File: src/logic/gpp_params.svh
// Offsets, field positions and reset values of the port block.
// Assumes inclusion by bare name from the design files.
`ifndef GPP_PARAMS_SVH
`define GPP_PARAMS_SVH

`define GPP_OFF_P2       12'h000
`define GPP_OFF_PM2      12'h004
`define GPP_OFF_ANALOG_MODE_SELECT_BITS     12'h008
`define GPP_OFF_PU2      12'h00C
`define GPP_OFF_P3       12'h010
`define GPP_OFF_PM3      12'h014
`define GPP_OFF_IRQ_STAT 12'h018
`define GPP_OFF_IRQ_CLR  12'h01C
`define GPP_OFF_IRQ_EN   12'h020
`define GPP_OFF_CFG      12'h024
`define GPP_OFF_PIN2     12'h028
`define GPP_OFF_PIN3     12'h02C

`define GPP_RST_LATCH    8'h00
`define GPP_RST_MODE     8'hFF
`define GPP_RST_AMODE    4'h0
`define GPP_RST_PU       8'h00
`define GPP_PD_MASK      8'h0C

`define GPP_BIT_IRQA     1
`define GPP_BIT_IRQB     2
`define GPP_BIT_RSTPIN   4
`define GPP_CFG_RDY      2
`define GPP_CFG_PORT     1

`endif

File: src/logic/gpp_pkg.sv
// Types shared by the port block modules.
// Assumes the params header is on the include path.
package gpp_pkg;
   typedef logic [7:0] gpp_byte_t;
   typedef enum logic [1:0] {
      GPP_RST_HOLD = 2'b00,
      GPP_CFG_READ = 2'b01,
      GPP_RUN      = 2'b10
   } gpp_rst_e;
endpackage : gpp_pkg

File: src/logic/gpp_port.sv
// Port 2 / port 3 logic with APB registers, reset pin sharing, irqs.
// Assumes an APB master on clk_in and pads resolving the enables.
//
// What this block does
// - Shared oscillator pins pulled down during reset
// - Port-assigned reset pin ignored as reset after config read
// - Config read after release; low pin holds reset
// - Output level change on irq pin sets flag
// - Analog select turns off digital output drive and pull-up
//
// The APB slave port and the register offsets were left to the implementer.
`timescale 1ns/1ps
`include "gpp_params.svh"
module gpp_port (
   // Clock and reset
   input  wire logic            clk_in,
   input  wire logic            rst_n_in,
   // APB slave
   input  wire logic            psel_in,
   input  wire logic            penable_in,
   input  wire logic            pwrite_in,
   input  wire logic [11:0]     paddr_in,
   input  wire logic [31:0]     pwdata_in,
   output logic      [31:0]     prdata_out,
   output logic                 pready_out,
   output logic                 pslverr_out,
   // Option byte source
   input  wire logic            cfg_valid_in,
   input  wire logic            cfg_port_mode_in,
   // Port pins
   input  wire gpp_pkg::gpp_byte_t p2_pin_in,
   output gpp_pkg::gpp_byte_t   p2_pin_out,
   output gpp_pkg::gpp_byte_t   p2_oe_n_out,
   output gpp_pkg::gpp_byte_t   p2_pulldown_out,
   output gpp_pkg::gpp_byte_t   p2_pullup_out,
   output logic      [3:0]      analog_en_out,
   input  wire gpp_pkg::gpp_byte_t p3_pin_in,
   output gpp_pkg::gpp_byte_t   p3_pin_out,
   output gpp_pkg::gpp_byte_t   p3_oe_n_out,
   // System
   output logic                 core_rst_n_out,
   output logic                 irq_out
);
   import gpp_pkg::*;

   // -----------------------------------------------------
   // Pin synchronisers
   // -----------------------------------------------------
   gpp_byte_t p2_s, p3_s;
   gpp_sync2 #(.W(8)) u_s2 (.clk_in(clk_in), .rst_n_in(rst_n_in),
      .d_in(p2_pin_in), .q_out(p2_s));
   gpp_sync2 #(.W(8)) u_s3 (.clk_in(clk_in), .rst_n_in(rst_n_in),
      .d_in(p3_pin_in), .q_out(p3_s));

   // -----------------------------------------------------
   // Reset sequencing
   // -----------------------------------------------------
   gpp_rst_e st_r;
   logic     port_mode_r;
   wire      rst_pin_low = !p3_s[`GPP_BIT_RSTPIN];
   always_ff @(posedge clk_in) begin
      if (!rst_n_in) begin
         st_r        <= GPP_RST_HOLD;
         port_mode_r <= 1'b0;
      end else begin
         case (st_r)
            GPP_RST_HOLD: st_r <= GPP_CFG_READ;
            GPP_CFG_READ: begin
               if (cfg_valid_in && !rst_pin_low) begin
                  port_mode_r <= cfg_port_mode_in;
                  st_r        <= GPP_RUN;
               end
            end
            GPP_RUN: begin
               if (!port_mode_r && rst_pin_low)
                  st_r <= GPP_RST_HOLD;
            end
            default: st_r <= GPP_RST_HOLD;
         endcase
      end
   end
   wire in_reset = (st_r != GPP_RUN);
   assign core_rst_n_out = !in_reset;

   // -----------------------------------------------------
   // Port registers
   // -----------------------------------------------------
   gpp_byte_t p2_r, pm2_r, pu2_r, p3_r, pm3_r;
   logic [3:0] analog_mode_select_bits_r;
   logic [2:0] ist_r, ien_r;
   wire acc = psel_in && penable_in;
   wire wr  = acc && pwrite_in && !in_reset;
   // Whole-byte write; bit ops are read-modify-write of the byte
   always_ff @(posedge clk_in) begin
      if (!rst_n_in || in_reset) begin
         p2_r   <= `GPP_RST_LATCH;
         pm2_r  <= `GPP_RST_MODE;
         pu2_r  <= `GPP_RST_PU;
         analog_mode_select_bits_r <= `GPP_RST_AMODE;
         p3_r   <= `GPP_RST_LATCH;
         pm3_r  <= `GPP_RST_MODE;
         ien_r  <= 3'h0;
      end else if (wr) begin
         case (paddr_in)
            `GPP_OFF_P2:     p2_r   <= pwdata_in[7:0];
            `GPP_OFF_PM2:    pm2_r  <= pwdata_in[7:0];
            `GPP_OFF_ANALOG_MODE_SELECT_BITS:   analog_mode_select_bits_r <= pwdata_in[3:0];
            `GPP_OFF_PU2:    pu2_r  <= pwdata_in[7:0];
            `GPP_OFF_P3:     p3_r   <= pwdata_in[7:0];
            `GPP_OFF_PM3:    pm3_r  <= pwdata_in[7:0];
            `GPP_OFF_IRQ_EN: ien_r  <= pwdata_in[2:0];
            default: ;
         endcase
      end
   end

   // -----------------------------------------------------
   // Pin drive
   // -----------------------------------------------------
   gpp_byte_t amask;
   assign amask = {4'h0, analog_mode_select_bits_r};
   always_comb begin
      p2_oe_n_out = in_reset ? 8'hFF : (pm2_r | amask);
      p3_oe_n_out = in_reset ? 8'hFF : pm3_r;
      p2_pulldown_out = in_reset ? `GPP_PD_MASK : 8'h00;
      p2_pullup_out   = in_reset ? 8'h00 : (pu2_r & ~amask);
      analog_en_out   = in_reset ? 4'h0 : analog_mode_select_bits_r;
   end
   assign p2_pin_out = p2_r;
   assign p3_pin_out = p3_r;

   // -----------------------------------------------------
   // Interrupt flags from driven-level changes and the reset pin going low
   // -----------------------------------------------------
   logic a_prev_r, b_prev_r;
   wire a_drv = !pm2_r[`GPP_BIT_IRQA];
   wire b_drv = !pm3_r[`GPP_BIT_IRQB];
   wire ev_a = a_drv && (p2_r[`GPP_BIT_IRQA] != a_prev_r);
   wire ev_b = b_drv && (p3_r[`GPP_BIT_IRQB] != b_prev_r);
   wire ev_c = (st_r == GPP_RUN) && !port_mode_r && rst_pin_low;
   wire [2:0] ev = {ev_c, ev_b, ev_a};
   wire clr = wr && (paddr_in == `GPP_OFF_IRQ_CLR);
   always_ff @(posedge clk_in) begin
      if (!rst_n_in) begin
         a_prev_r <= 1'b0;
         b_prev_r <= 1'b0;
         ist_r    <= 3'h0;
      end else begin
         a_prev_r <= p2_r[`GPP_BIT_IRQA];
         b_prev_r <= p3_r[`GPP_BIT_IRQB];
         // Set wins over clear
         ist_r <= (ist_r & ~(clr ? pwdata_in[2:0] : 3'h0)) | ev;
      end
   end
   assign irq_out = |(ist_r & ien_r);

   // -----------------------------------------------------
   // APB read
   // -----------------------------------------------------
   function automatic logic known(input logic [11:0] a);
      known = (a <= `GPP_OFF_PIN3) && (a[1:0] == 2'b00);
   endfunction
   always_ff @(posedge clk_in) begin
      if (!rst_n_in) begin
         prdata_out <= 32'h0;
      end else if (psel_in && !penable_in && !pwrite_in) begin
         case (paddr_in)
            `GPP_OFF_P2:       prdata_out <= {24'h0, p2_r};
            `GPP_OFF_PM2:      prdata_out <= {24'h0, pm2_r};
            `GPP_OFF_ANALOG_MODE_SELECT_BITS:     prdata_out <= {28'h0, analog_mode_select_bits_r};
            `GPP_OFF_PU2:      prdata_out <= {24'h0, pu2_r};
            `GPP_OFF_P3:       prdata_out <= {24'h0, p3_r};
            `GPP_OFF_PM3:      prdata_out <= {24'h0, pm3_r};
            `GPP_OFF_IRQ_STAT: prdata_out <= {29'h0, ist_r};
            `GPP_OFF_IRQ_EN:   prdata_out <= {29'h0, ien_r};
            `GPP_OFF_CFG:      prdata_out <= {30'h0, !in_reset,
                                              port_mode_r};
            // Input pins read pins, outputs read latch
            `GPP_OFF_PIN2: prdata_out <= {24'h0,
               ((pm2_r | amask) & p2_s) | (~(pm2_r | amask) & p2_r)};
            `GPP_OFF_PIN3: prdata_out <= {24'h0,
               (pm3_r & p3_s) | (~pm3_r & p3_r)};
            default:           prdata_out <= 32'h0;
         endcase
      end
   end
   assign pready_out  = 1'b1;
   assign pslverr_out = acc && !known(paddr_in);

   // -----------------------------------------------------
   // Checks
   // -----------------------------------------------------
   property p_pd_reset;
      @(posedge clk_in) disable iff (!rst_n_in)
      in_reset |-> (p2_pulldown_out == `GPP_PD_MASK);
   endproperty
   a_pd_reset: assert property (p_pd_reset)
      else $error("pull-downs not active in reset");
   property p_pd_off;
      @(posedge clk_in) disable iff (!rst_n_in)
      !in_reset |-> (p2_pulldown_out == 8'h00);
   endproperty
   a_pd_off: assert property (p_pd_off)
      else $error("pull-downs left on after reset");
   property p_port_mode;
      @(posedge clk_in) disable iff (!rst_n_in)
      (st_r == GPP_RUN && port_mode_r) |=> (st_r == GPP_RUN);
   endproperty
   a_port_mode: assert property (p_port_mode)
      else $error("port-mode pin caused reset");
   property p_hold;
      @(posedge clk_in) disable iff (!rst_n_in)
      (st_r == GPP_CFG_READ && rst_pin_low) |=> (st_r != GPP_RUN);
   endproperty
   a_hold: assert property (p_hold)
      else $error("left reset with reset pin low");
   property p_flag;
      @(posedge clk_in) disable iff (!rst_n_in)
      (a_drv && $changed(p2_r[`GPP_BIT_IRQA])) |=> ist_r[0];
   endproperty
   a_flag: assert property (p_flag)
      else $error("output change did not set flag");
   property p_analog;
      @(posedge clk_in) disable iff (!rst_n_in)
      (!in_reset && analog_mode_select_bits_r[0]) |-> p2_oe_n_out[0] && !p2_pullup_out[0];
   endproperty
   a_analog: assert property (p_analog)
      else $error("digital drive on analog pin");
   property p_byte;
      @(posedge clk_in) disable iff (!rst_n_in)
      (wr && paddr_in == `GPP_OFF_P2) |=> (p2_r == $past(pwdata_in[7:0]));
   endproperty
   a_byte: assert property (p_byte)
      else $error("port write not whole byte");
   property p_irq;
      @(posedge clk_in) disable iff (!rst_n_in)
      (ist_r[1] && ien_r[1]) |-> irq_out;
   endproperty
   a_irq: assert property (p_irq)
      else $error("enabled flag without irq");
endmodule : gpp_port

File: src/logic/gpp_sync2.sv
// Two-flop synchroniser for pin inputs.
// Assumes asynchronous inputs and one clock.
`timescale 1ns/1ps
module gpp_sync2 #(
   parameter int W = 8
) (
   input  wire logic         clk_in,
   input  wire logic         rst_n_in,
   input  wire logic [W-1:0] d_in,
   output logic      [W-1:0] q_out
);
   logic [W-1:0] s1_r;
   always_ff @(posedge clk_in) begin
      if (!rst_n_in) begin
         s1_r  <= '0;
         q_out <= '0;
      end else begin
         s1_r  <= d_in;
         q_out <= s1_r;
      end
   end
endmodule : gpp_sync2

File: config.mk
export PLATFORM = sky130hd
export DESIGN_NAME = gpp_port
export DESIGN_NICKNAME = d
export VERILOG_FILES = /design/src/logic/gpp_pkg.sv /design/src/logic/gpp_port.sv /design/src/logic/gpp_sync2.sv
export VERILOG_INCLUDE_DIRS = /design/src /design/src/logic
export SDC_FILE = /design/constraint.sdc
export NUM_CORES = 1
export LEC_CHECK = 0
export BUFFER_PORTS_ARGS = -buffer_cell sky130_fd_sc_hd__buf_4
export CAP_MARGIN = 0
export CELL_PAD_IN_SITES_DETAIL_PLACEMENT = 0
export CELL_PAD_IN_SITES_GLOBAL_PLACEMENT = 2
export CORE_UTILIZATION = 29
export CTS_BUF_LIST = sky130_fd_sc_hd__clkbuf_16
export CTS_CLUSTER_DIAMETER = 50
export DETAILED_ROUTE_END_ITERATION = 8
export MAX_ROUTING_LAYER = met4
export PLACE_DENSITY = 0.84
export SLEW_MARGIN = 20
export SYNTH_ARGS = -nofsm -noshare
export SYNTH_HDL_FRONTEND = slang
export SYNTH_SLANG_ARGS = --single-unit
File: constraint.sdc
create_clock -name clk_in -period 2.3 [get_ports clk_in]
set_input_delay 0.115 -clock clk_in [delete_from_list [all_inputs] [get_ports clk_in]]
set_output_delay 0.115 -clock clk_in [all_outputs]
set_load 0.02 [all_outputs]
==> results.sh, run 1 <==
export IMPL_fin_area_sq_mm=0.006087
export IMPL_async_reset_ff_share_pct=0
export IMPL_drive_above_1_share_pct=24.18
export IMPL_crit_type="flop to primary output"
export IMPL_grt_total_usage_pct=19.11
export IMPL_hold_end="port_mode_r"
export IMPL_outcome="finished clean"
export IMPL_start_util_pct=29.63
export IMPL_core_area_sq_mm=0.01589
export IMPL_crit_fanout=26
export IMPL_gp_congestion=0.9008
export IMPL_mostFrequentLayoutCell="buf_4"
export IMPL_comb_power_share_pct=8.5
export IMPL_wl_per_cell_um=17.31
export IMPL_ant_nets=0
export IMPL_vias=4167
export IMPL_switching_power_mw=0.8603
export IMPL_first_iter_violations=229
export IMPL_port_buffer_count=99
export IMPL_numCtsBuffers=9
export IMPL_synth_edff_count=0
export IMPL_first_pass_iters=5
export IMPL_area_delta_synth_final_pct=29.32
export IMPL_setup_tns_final_ns=0
export IMPL_syn_area_sq_mm=0.004707
export IMPL_path_cells="nor2b_4 > buf_8 > inv_1 > or3_1 > buf_4"
export IMPL_finalNonFillerCells=857
export IMPL_dieArea_sq_mm=0.01674
export IMPL_dpl_cell_area_sq_mm=0.005619
export IMPL_worstMarginPinSlew_ns=0.5482
export IMPL_cts_tree="yes"
export IMPL_crit_family="simple AND/OR/NAND/NOR gates"
export IMPL_rsz0062_at_grt="false"
export IMPL_cts_htree_levels=3
export IMPL_grt_pass1_vias=4094
export IMPL_r2r_end="ist_r[1]"
export IMPL_hold_path_cell_count=3
export IMPL_cap_violations=0
export IMPL_grt_overflow_total=0
export IMPL_pwr_share_clk_pct=43.4
export IMPL_diodes=0
export IMPL_cts_setup_buffers=0
export IMPL_dpl_cell_count=825
export IMPL_cp_slowest_cell="or3_1"
export IMPL_drc_errors=0
export IMPL_grt_max_degree=49
export IMPL_cpPeakStageDelay_ns=0.39
export IMPL_clk_latency_ns=0.36
export IMPL_min_period_ns=2.130
export IMPL_layout_common_cells="120 x buf_4, 95 x dfxtp_1, 61 x mux2i_1"
export IMPL_viasPerCell=4.862
export IMPL_ir_drop_uv=411.2
export IMPL_ios=155
export IMPL_nets=703
export IMPL_p_sw_share_pct=24.61
export IMPL_ys_types=59
export IMPL_power_density_mw_per_mm2=574.3
export IMPL_crit_arrival_ns=2.02
export IMPL_cts_buffer_depth=2
export IMPL_synth_seq_cells=95
export IMPL_p_int_mw=2.636
export IMPL_r2r_slack_ns=0.37
export IMPL_finalCritPeriodShare_pct=92.61
export IMPL_setup_viol=0
export IMPL_p_seq_share_pct=48.1
export IMPL_syn_inst=523
export IMPL_timing_rr_start="st_r[1]"
export IMPL_die_w_um=129.4
export IMPL_grt_first_pass_wirelength_um=22930
export IMPL_startpoint_type="flop"
export IMPL_crit_buf_inv=3
export IMPL_hold_viol=0
export IMPL_hp_class="input port to flop"
export IMPL_ys_seq_area_share_pct=40.40
export IMPL_wl_um=14830
export IMPL_slew_violations=0
export IMPL_endpoint_kind="primary output"
export IMPL_required_ns=2.18
export IMPL_r2r_cells=5
export IMPL_path_clk_slew_ns=0.06
export IMPL_clock_fmax_mhz=469.5
export IMPL_yosys_warnings=0
export IMPL_die_h_um=129.4
export IMPL_ys_flop_type="dfxtp_1"
export IMPL_antenna_found_initial=0
export IMPL_max_slew_margin_rel_pct=63.17
export IMPL_clockRootBuffer="clkbuf_16"
export IMPL_leakagePower_nw=2.335
export IMPL_worstHoldStart="cfg_port_mode_in"
export IMPL_clock_sinks=95
export IMPL_syn_avg_cell_area_sq_um=9.000
export IMPL_dpl_hpwl_um=11050
export IMPL_clock_skew_ns=0.01080
export IMPL_num_rows=46
final cells by class:
class                      instances  area [sq um]
fill                            1623          9798
multi-input combinational        388          2525
tap                              216         270.3
inverter                           5         18.77
timing repair buffer             137          1076
clock inverter                     7         70.07
sequential                        95          1902
clock buffer                       9         225.2
synth_stat cells, drive strengths merged (2+ instances only):
cell | number | area [sq um]
nand2 | 40 | 150.1
a21boi | 2 | 15.01
nor2b | 7 | 43.79
nand3 | 10 | 50.05
a32oi | 2 | 17.52
nor4 | 6 | 97.59
mux2i | 61 | 610.6
o21a | 3 | 22.52
buf | 44 | 301.5
o32ai | 2 | 17.52
a21oi | 19 | 95.09
o22ai | 4 | 25.02
a22oi | 5 | 37.54
mux2 | 5 | 56.30
nor2 | 50 | 197.7
inv | 5 | 18.77
clkbuf | 20 | 76.32
a31oi | 5 | 31.28
o21ai | 20 | 100.1
or4 | 2 | 18.77
xnor2 | 2 | 17.52
nand2b | 14 | 87.58
dfxtp | 95 | 1902
and2 | 47 | 294.0
nor4b | 2 | 17.52
a211oi | 4 | 30.03
conb | 2 | 7.510
nand4 | 3 | 33.78
nor3b | 7 | 52.55
nor3 | 9 | 61.31
or3 | 6 | 37.54
a311oi | 3 | 26.28
layer usage:
metal,part of all wire [%],track usage [%]
met1,45,23.69
met2,49,30.96
met5,0,-
met3,4.5,3.262
met4,2.1,7.336
power groups by stage:
stage,clock network [mW],logic [mW],registers (mW)
6_report,1.52,0.297,1.68
2_1_floorplan,0,0.201,1.71
3_3_place_gp,0,0.271,1.72
3_5_place_dp,0,0.273,1.72
5_1_grt,1.62,0.322,1.68
4_1_cts,1.55,0.295,1.68
worst max path at each step:
stage / from / slack (ns) / cells past startpoint / to
final: st_r[1] / 0.17 / 5 / p2_oe_n_out[1]
after CTS: st_r[1] / 0.03 / 5 / p2_oe_n_out[1]
after global routing: st_r[1] / 0.08 / 5 / p2_oe_n_out[1]
after global placement: paddr_in[10] / 0.31 / 6 / prdata_out[3]
after floorplan: st_r[1] / 0.52 / 7 / pm3_r[0]
after detailed placement: paddr_in[10] / 0.30 / 6 / analog_mode_select_bits_r[1]
what timing repair did:
item	in CTS	in global routing
hold endpoints to repair	16	0
pin swaps	0	0
hold buffers	16	0
setup endpoints to repair	5	4
gates resized for setup	1	2
cloned	0	0
flip-flops by register name (all words and copies together) (netlist names):
signal                     cells
analog_mode_select_bits_r      4
u_s2.s1_r                      8
a_prev_r                       1
prdata_out                     8
p3_pin_out                     8
p2_pin_out                     8
b_prev_r                       1
ien_r                          3
u_s2.q_out                     8
ist_r                          3
port_mode_r                    1
u_s3.q_out                     8
pm2_r                          8
u_s3.s1_r                      8
pu2_r                          8
st_r                           2
pm3_r                          8
kinds of logic after synthesis:
| kind of cell | Yosys count | synth area share (%) |
|---|---|---|
| AO/OA/AOI/OAI | 79 | 10.87 |
| XOR/XNOR | 2 | 0.3722 |
| AND/OR/NAND/NOR | 210 | 25.60 |
| multiplexers | 66 | 14.17 |
| other | 2 | 0.1595 |
| flip-flops | 95 | 40.40 |
| buffers and inverters | 69 | 8.426 |
through the flow:
stage | hold WS, ns | power (mW) | setup slack (ns) | util (%)
6_report | 0.01880 | 3.496 | 0.1699 | 38.32
3_5_place_dp | 0.3256 | 1.993 | 0.2968 | 35.37
4_1_cts | 0.01263 | 3.528 | 0.02696 | 38.26
3_3_place_gp | 0.3227 | 1.989 | 0.3119 | 35.37
5_1_grt | 0.03017 | 3.626 | 0.07577 | 38.32
2_1_floorplan | 0.2423 | 1.915 | 0.5238 | -
worst reg2reg max path, stage by stage, from the launching register on:
cell,delay (ns)
dfxtp_1,0.37
nor2b_4,0.26
nand4_4,0.30
nor3_1,0.53
a21boi_0,0.18
o21a_1,0.21
Note: power is estimated with default switching activity, not from simulation.
==> inputs of run 2 (changes only) <==
--- a/config.mk
+++ b/config.mk
@@ -10,10 +10,12 @@
 export CAP_MARGIN = 0
 export CELL_PAD_IN_SITES_DETAIL_PLACEMENT = 0
 export CELL_PAD_IN_SITES_GLOBAL_PLACEMENT = 2
+export CORE_MARGIN = 3
 export CORE_UTILIZATION = 29
 export CTS_BUF_LIST = sky130_fd_sc_hd__clkbuf_16
 export CTS_CLUSTER_DIAMETER = 50
 export DETAILED_ROUTE_END_ITERATION = 8
+export GPL_TIMING_DRIVEN = 0
 export MAX_ROUTING_LAYER = met4
 export PLACE_DENSITY = 0.84
 export SLEW_MARGIN = 20
==> run 2 against run 1 <==
Sequential share of layout area decreased by 1.4 points. Clock skew decreased by 0.0046 ns. Register-to-register slack got worse by 0.23 ns. Clock-buffer cell count unchanged. First-iteration DRC count decreased by 32%. Die area increased by 6.3%. Largest cell class unchanged. Combinational power increased by 17%. Largest power group is now clock.
==> results.sh, run 2 (synthesis results as in run 1) <==
export IMPL_cts_buffer_depth=2
export IMPL_drive_above_1_share_pct=26.86
export IMPL_crit_arrival_ns=2.38
export IMPL_crit_family="simple AND/OR/NAND/NOR gates"
export IMPL_setup_viol=0
export IMPL_worstMarginPinSlew_ns=0.8886
export IMPL_grt_pass1_vias=4357
export IMPL_comb_power_share_pct=9.2
export IMPL_vias=4292
export IMPL_dieArea_sq_mm=0.01780
export IMPL_grt_max_degree=17
export IMPL_drc_errors=0
export IMPL_crit_buf_inv=2
export IMPL_area_delta_synth_final_pct=35.33
export IMPL_layout_setup_ws_ns=0.1424
export IMPL_crit_fanout=10
export IMPL_num_rows=45
export IMPL_die_w_um=133.4
export IMPL_clock_skew_ns=0.006188
export IMPL_grt_total_usage_pct=19.78
export IMPL_clockRootBuffer="clkbuf_16"
export IMPL_ant_nets=0
export IMPL_gp_congestion=0.9039
export IMPL_post_route_util_pct=40.99
export IMPL_timing_rr_start="st_r[1]"
export IMPL_cap_violations=0
export IMPL_p_sw_share_pct=23.24
export IMPL_hold_end="pm3_r[6]"
export IMPL_grt_first_pass_wirelength_um=25750
export IMPL_required_ns=2.52
export IMPL_wl_per_cell_um=19.06
export IMPL_clock_sinks=95
export IMPL_power_density_mw_per_mm2=590.8
export IMPL_hold_path_cell_count=3
export IMPL_slew_violations=0
export IMPL_path_cells="nor2b_1 > buf_2 > nand4_4 > buf_2 > nor3_2 > mux2i_1 > nor2_1"
export IMPL_fin_area_sq_mm=0.006370
export IMPL_hold_viol=0
export IMPL_grt_overflow_total=0
export IMPL_fill_cells=1649
export IMPL_mostFrequentLayoutCell="buf_4"
export IMPL_cp_slowest_cell="nor3_2"
export IMPL_p_int_mw=2.889
export IMPL_dpl_hpwl_um=13020
export IMPL_layout_common_cells="134 x buf_4, 95 x dfxtp_1, 61 x mux2i_1"
export IMPL_path_clk_slew_ns=0.07
export IMPL_leakagePower_nw=2.512
export IMPL_setup_tns_final_ns=0
export IMPL_startpoint_type="flop"
export IMPL_r2r_slack_ns=0.14
export IMPL_p_seq_share_pct=44.7
export IMPL_dpl_cell_area_sq_mm=0.005786
export IMPL_ios=155
export IMPL_cts_tree="yes"
export IMPL_core_area_sq_mm=0.01554
export IMPL_cts_htree_levels=3
export IMPL_endpoint_kind="flop"
export IMPL_numCtsBuffers=9
export IMPL_fin_total_pwr_mw=3.763
export IMPL_first_pass_iters=4
export IMPL_pwr_share_clk_pct=46.1
export IMPL_worstHoldStart="pwdata_in[6]"
export IMPL_switching_power_mw=0.8746
export IMPL_first_iter_violations=156
export IMPL_cpPeakStageDelay_ns=0.40
export IMPL_rsz0062_at_grt="false"
export IMPL_finalCritPeriodShare_pct=93.81
export IMPL_dpl_worst_slack_ns=-0.3234
export IMPL_ir_drop_uv=408.9
export IMPL_crit_type="flop to flop"
export IMPL_antenna_found_initial=0
export IMPL_max_slew_margin_rel_pct=39.93
export IMPL_min_period_ns=2.158
export IMPL_hp_class="input port to flop"
export IMPL_clock_fmax_mhz=463.5
export IMPL_r2r_end="ien_r[1]"
export IMPL_wl_um=17080
export IMPL_crit_top_cell="buf_2"
export IMPL_clk_latency_ns=0.35
export IMPL_outcome="finished clean"
export IMPL_start_util_pct=30.29
export IMPL_r2r_cells=7
export IMPL_diodes=0
export IMPL_port_buffer_count=94
export IMPL_die_h_um=133.4
export IMPL_viasPerCell=4.790
export IMPL_nets=748
==> run 2: routing by layer <==
layer	global-route usage [%]	vias to the layer above	wire [um]
met4	7.314	0	490
met2	31.77	130	7998
met3	3.852	30	836
li1	-	2074	-
met5	-	-	0
met1	24.76	2058	7752
==> run 2: power groups by stage <==
stage                     registers [mW]  clock network, mW  logic (mW)
final                               1.68               1.73       0.347
after global routing                1.68               1.83       0.373
after CTS                           1.68               1.76       0.344
after detailed placement            1.72                  0       0.321
after global placement              1.72                  0       0.320
after floorplan                     1.71                  0       0.201
==> run 2: worst max-delay path by stage <==
stage | from | to | slack, ns | depth (start not counted)
floorplan | st_r[1] | pm3_r[0] | 0.52 | 7
global placement | paddr_in[3] | p2_pin_out[6] | -0.25 | 6
detailed placement | paddr_in[3] | p2_pin_out[7] | -0.32 | 6
CTS | paddr_in[3] | p2_pin_out[7] | 0.01 | 6
global route | st_r[1] | pm3_r[3] | 0.004 | 8
finish | st_r[1] | ien_r[1] | 0.14 | 7
==> run 2: what timing repair did <==
action                     4_1_cts  5_1_grt
setup endpoints to repair       24       44
pin swaps                        3        0
hold buffers                    17        0
hold endpoints to repair        17        0
setup buffers                    7        0
resized for setup                0       11
==> run 2: metrics by stage <==
| step | instances | hold WS, ns |
|---|---|---|
| floorplan | 552 | 0.2423 |
| detailed placement | 857 | 0.3266 |
| finish | 896 | 0.02193 |
| CTS | 896 | 0.007813 |
| global route | 896 | 0.01861 |
| global placement | 857 | 0.3223 |
==> run 2: area by class of cell <==
cell class / count / area [sq um] / area share [%]
Sequential cell: 95 / 1902 / 29.86
Inverter: 5 / 18.77 / 0.2946
Tap cell: 211 / 264.0 / 4.145
Clock inverter: 6 / 118.9 / 1.866
Clock buffer: 9 / 225.2 / 3.536
Timing Repair Buffer: 118 / 928.4 / 14.57
Buffer: 64 / 381.6 / 5.991
Multi-Input combinational cell: 388 / 2531 / 39.74
==> run 2: worst reg2reg max path, cell delays in order, from the launching register on <==
cell and delay, ns:
dfxtp_1 0.37, nor2b_1 0.13, buf_2 0.28, nand4_4 0.23, buf_2 0.29, nor3_2 0.40, mux2i_1 0.25, nor2_1 0.06
==> inputs of run 3 (changes only) <==
--- a/config.mk
+++ b/config.mk
@@ -6,7 +6,7 @@
 export SDC_FILE = /design/constraint.sdc
 export NUM_CORES = 1
 export LEC_CHECK = 0
-export BUFFER_PORTS_ARGS = -buffer_cell sky130_fd_sc_hd__buf_4
+export BUFFER_PORTS_ARGS = -buffer_cell sky130_fd_sc_hd__buf_2
 export CAP_MARGIN = 0
 export CELL_PAD_IN_SITES_DETAIL_PLACEMENT = 0
 export CELL_PAD_IN_SITES_GLOBAL_PLACEMENT = 2
==> run 3 against run 2 <==
Sequential cell count stayed put. Critical path type unchanged. Non-clock buffer count is the same. First-iteration DRC count increased by 68%. Clock-buffer cell count did not move. Fmax increased by 5.4%. Highest routed layer unchanged.
==> results.sh, run 3 (synthesis results as in run 1) <==
export IMPL_worstMarginPinSlew_ns=0.9696
export IMPL_ant_nets=0
export IMPL_required_ns=2.53
export IMPL_rsz0062_at_grt="false"
export IMPL_drc_errors=0
export IMPL_met2_usage_pct=31.91
export IMPL_drive_above_1_share_pct=26.86
export IMPL_dpl_hpwl_um=12910
export IMPL_grt_pass1_vias=4195
export IMPL_nets=748
export IMPL_ios=155
export IMPL_dpl_cell_count=857
export IMPL_hold_viol=0
export IMPL_viasPerCell=4.837
export IMPL_max_slew_margin_rel_pct=34.45
export IMPL_hold_ws_ns=0.05305
export IMPL_cts_tree="yes"
export IMPL_path_clk_slew_ns=0.07
export IMPL_setup_viol=0
export IMPL_cts_htree_levels=3
export IMPL_crit_arrival_ns=2.27
export IMPL_area_delta_synth_final_pct=29.27
export IMPL_grt_total_usage_pct=19.75
export IMPL_grt_overflow_total=0
export IMPL_wl_per_cell_um=19.00
export IMPL_power_density_mw_per_mm2=578.7
export IMPL_numCtsBuffers=9
export IMPL_gp_congestion=0.9003
export IMPL_endpoint_kind="flop"
export IMPL_clock_fmax_mhz=488.6
export IMPL_clock_sinks=95
export IMPL_fill_cells=1649
export IMPL_num_rows=45
export IMPL_leakagePower_nw=2.429
export IMPL_clockRootBuffer="clkbuf_16"
export IMPL_core_area_sq_mm=0.01554
export IMPL_grt_met3_usage_pct=4.079
export IMPL_wl_um=17020
export IMPL_finalNonFillerCells=896
export IMPL_layout_common_cells="104 x buf_2, 95 x dfxtp_1, 61 x mux2i_1"
export IMPL_crit_fanout=10
export IMPL_crit_type="flop to flop"
export IMPL_use_met1_pct=24.99
export IMPL_slew_violations=0
export IMPL_die_w_um=133.4
export IMPL_clock_skew_ns=0.01166
export IMPL_grt_max_degree=17
export IMPL_cap_violations=0
export IMPL_ir_drop_uv=410.6
export IMPL_dieArea_sq_mm=0.01780
export IMPL_grt_first_pass_wirelength_um=25510
export IMPL_vias=4334
export IMPL_first_iter_violations=262
export IMPL_first_pass_iters=5
export IMPL_clk_latency_ns=0.36
export IMPL_min_period_ns=2.047
export IMPL_mostFrequentLayoutCell="buf_2"
export IMPL_finalCritPeriodShare_pct=88.98
export IMPL_startpoint_type="flop"
export IMPL_cts_buffer_depth=2
export IMPL_outcome="finished clean"
export IMPL_start_util_pct=30.29
export IMPL_fin_total_pwr_mw=3.521
export IMPL_port_buffer_count=94
export IMPL_hp_class="input port to flop"
export IMPL_diodes=0
export IMPL_die_h_um=133.4
export IMPL_antenna_found_initial=0
export IMPL_busiest_layer="met2"
## run 3: cell types whose count changed in the layout (fill, tap and decap cells not counted), sizes merged
cell / delta
inv: +2
clkbuf: +2
buf: -2
bufinv: -2
## run 3: path summary, 6_finish.rpt
| check | startpoint | end | slack [ns] | depth (start not counted) |
|---|---|---|---|---|
| min | pwdata_in[5] | p2_pin_out[5] | 0.05 | 3 |
| max | st_r[1] | ien_r[0] | 0.25 | 7 |
| min reg2reg | u_s2.s1_r[2] | u_s2.q_out[2] | 0.42 | 1 |
| max reg2reg | st_r[1] | ien_r[0] | 0.25 | 7 |
## run 3: what timing repair did
| item | CTS | global route |
|---|---|---|
| resized for setup | 0 | 11 |
| setup endpoints to repair | 22 | 41 |
| hold endpoints to repair | 17 | 0 |
| hold buffers | 17 | 0 |
| pin swaps | 3 | 0 |
| setup buffers | 7 | 0 |
## run 3: report_power, final
group          leakage (nW)  switching (mW)  internal (mW)
clock network         0.146           0.665          0.844
registers             0.773         0.00944           1.67
logic                  1.51           0.199          0.131
## run 3: layout make-up
cell class | count | area (sq um) | share of cell area [%]
Timing Repair Buffer | 118 | 693.2 | 11.39
Clock inverter | 6 | 66.31 | 1.090
Multi-Input combinational cell | 388 | 2531 | 41.60
Tap cell | 211 | 264.0 | 4.339
Inverter | 5 | 18.77 | 0.3085
Buffer | 64 | 384.1 | 6.313
Clock buffer | 9 | 225.2 | 3.701
Sequential cell | 95 | 1902 | 31.26
## run 3: per-layer routing
layer  vias to the layer above  wire (um)
li1                       2075          -
met1                      2068       7525
met2                       169       8099
met4                         0        333
met5                         -          0
met3                        22       1065
## run 3: critical path, stage by stage, from the launching register on
cell and delay [ns]:
dfxtp_1 0.37, nor2b_1 0.14, clkbuf_4 0.23, nand4_4 0.18, buf_2 0.29, nor3_2 0.41
mux2i_1 0.23, nor2_1 0.05
## run 3: per-stage QoR
step	TNS (ns)	cell area (sq um)	worst slack (ns)	utilization [%]
final	0	6085	0.2534	39.15
after global routing	0	6085	0.06018	39.15
after CTS	0	6065	0.01717	39.03
after detailed placement	-3.062	5550	-0.3158	35.72
after global placement	-2.237	5550	-0.2924	35.72
after floorplan	0	4816	0.5238	-
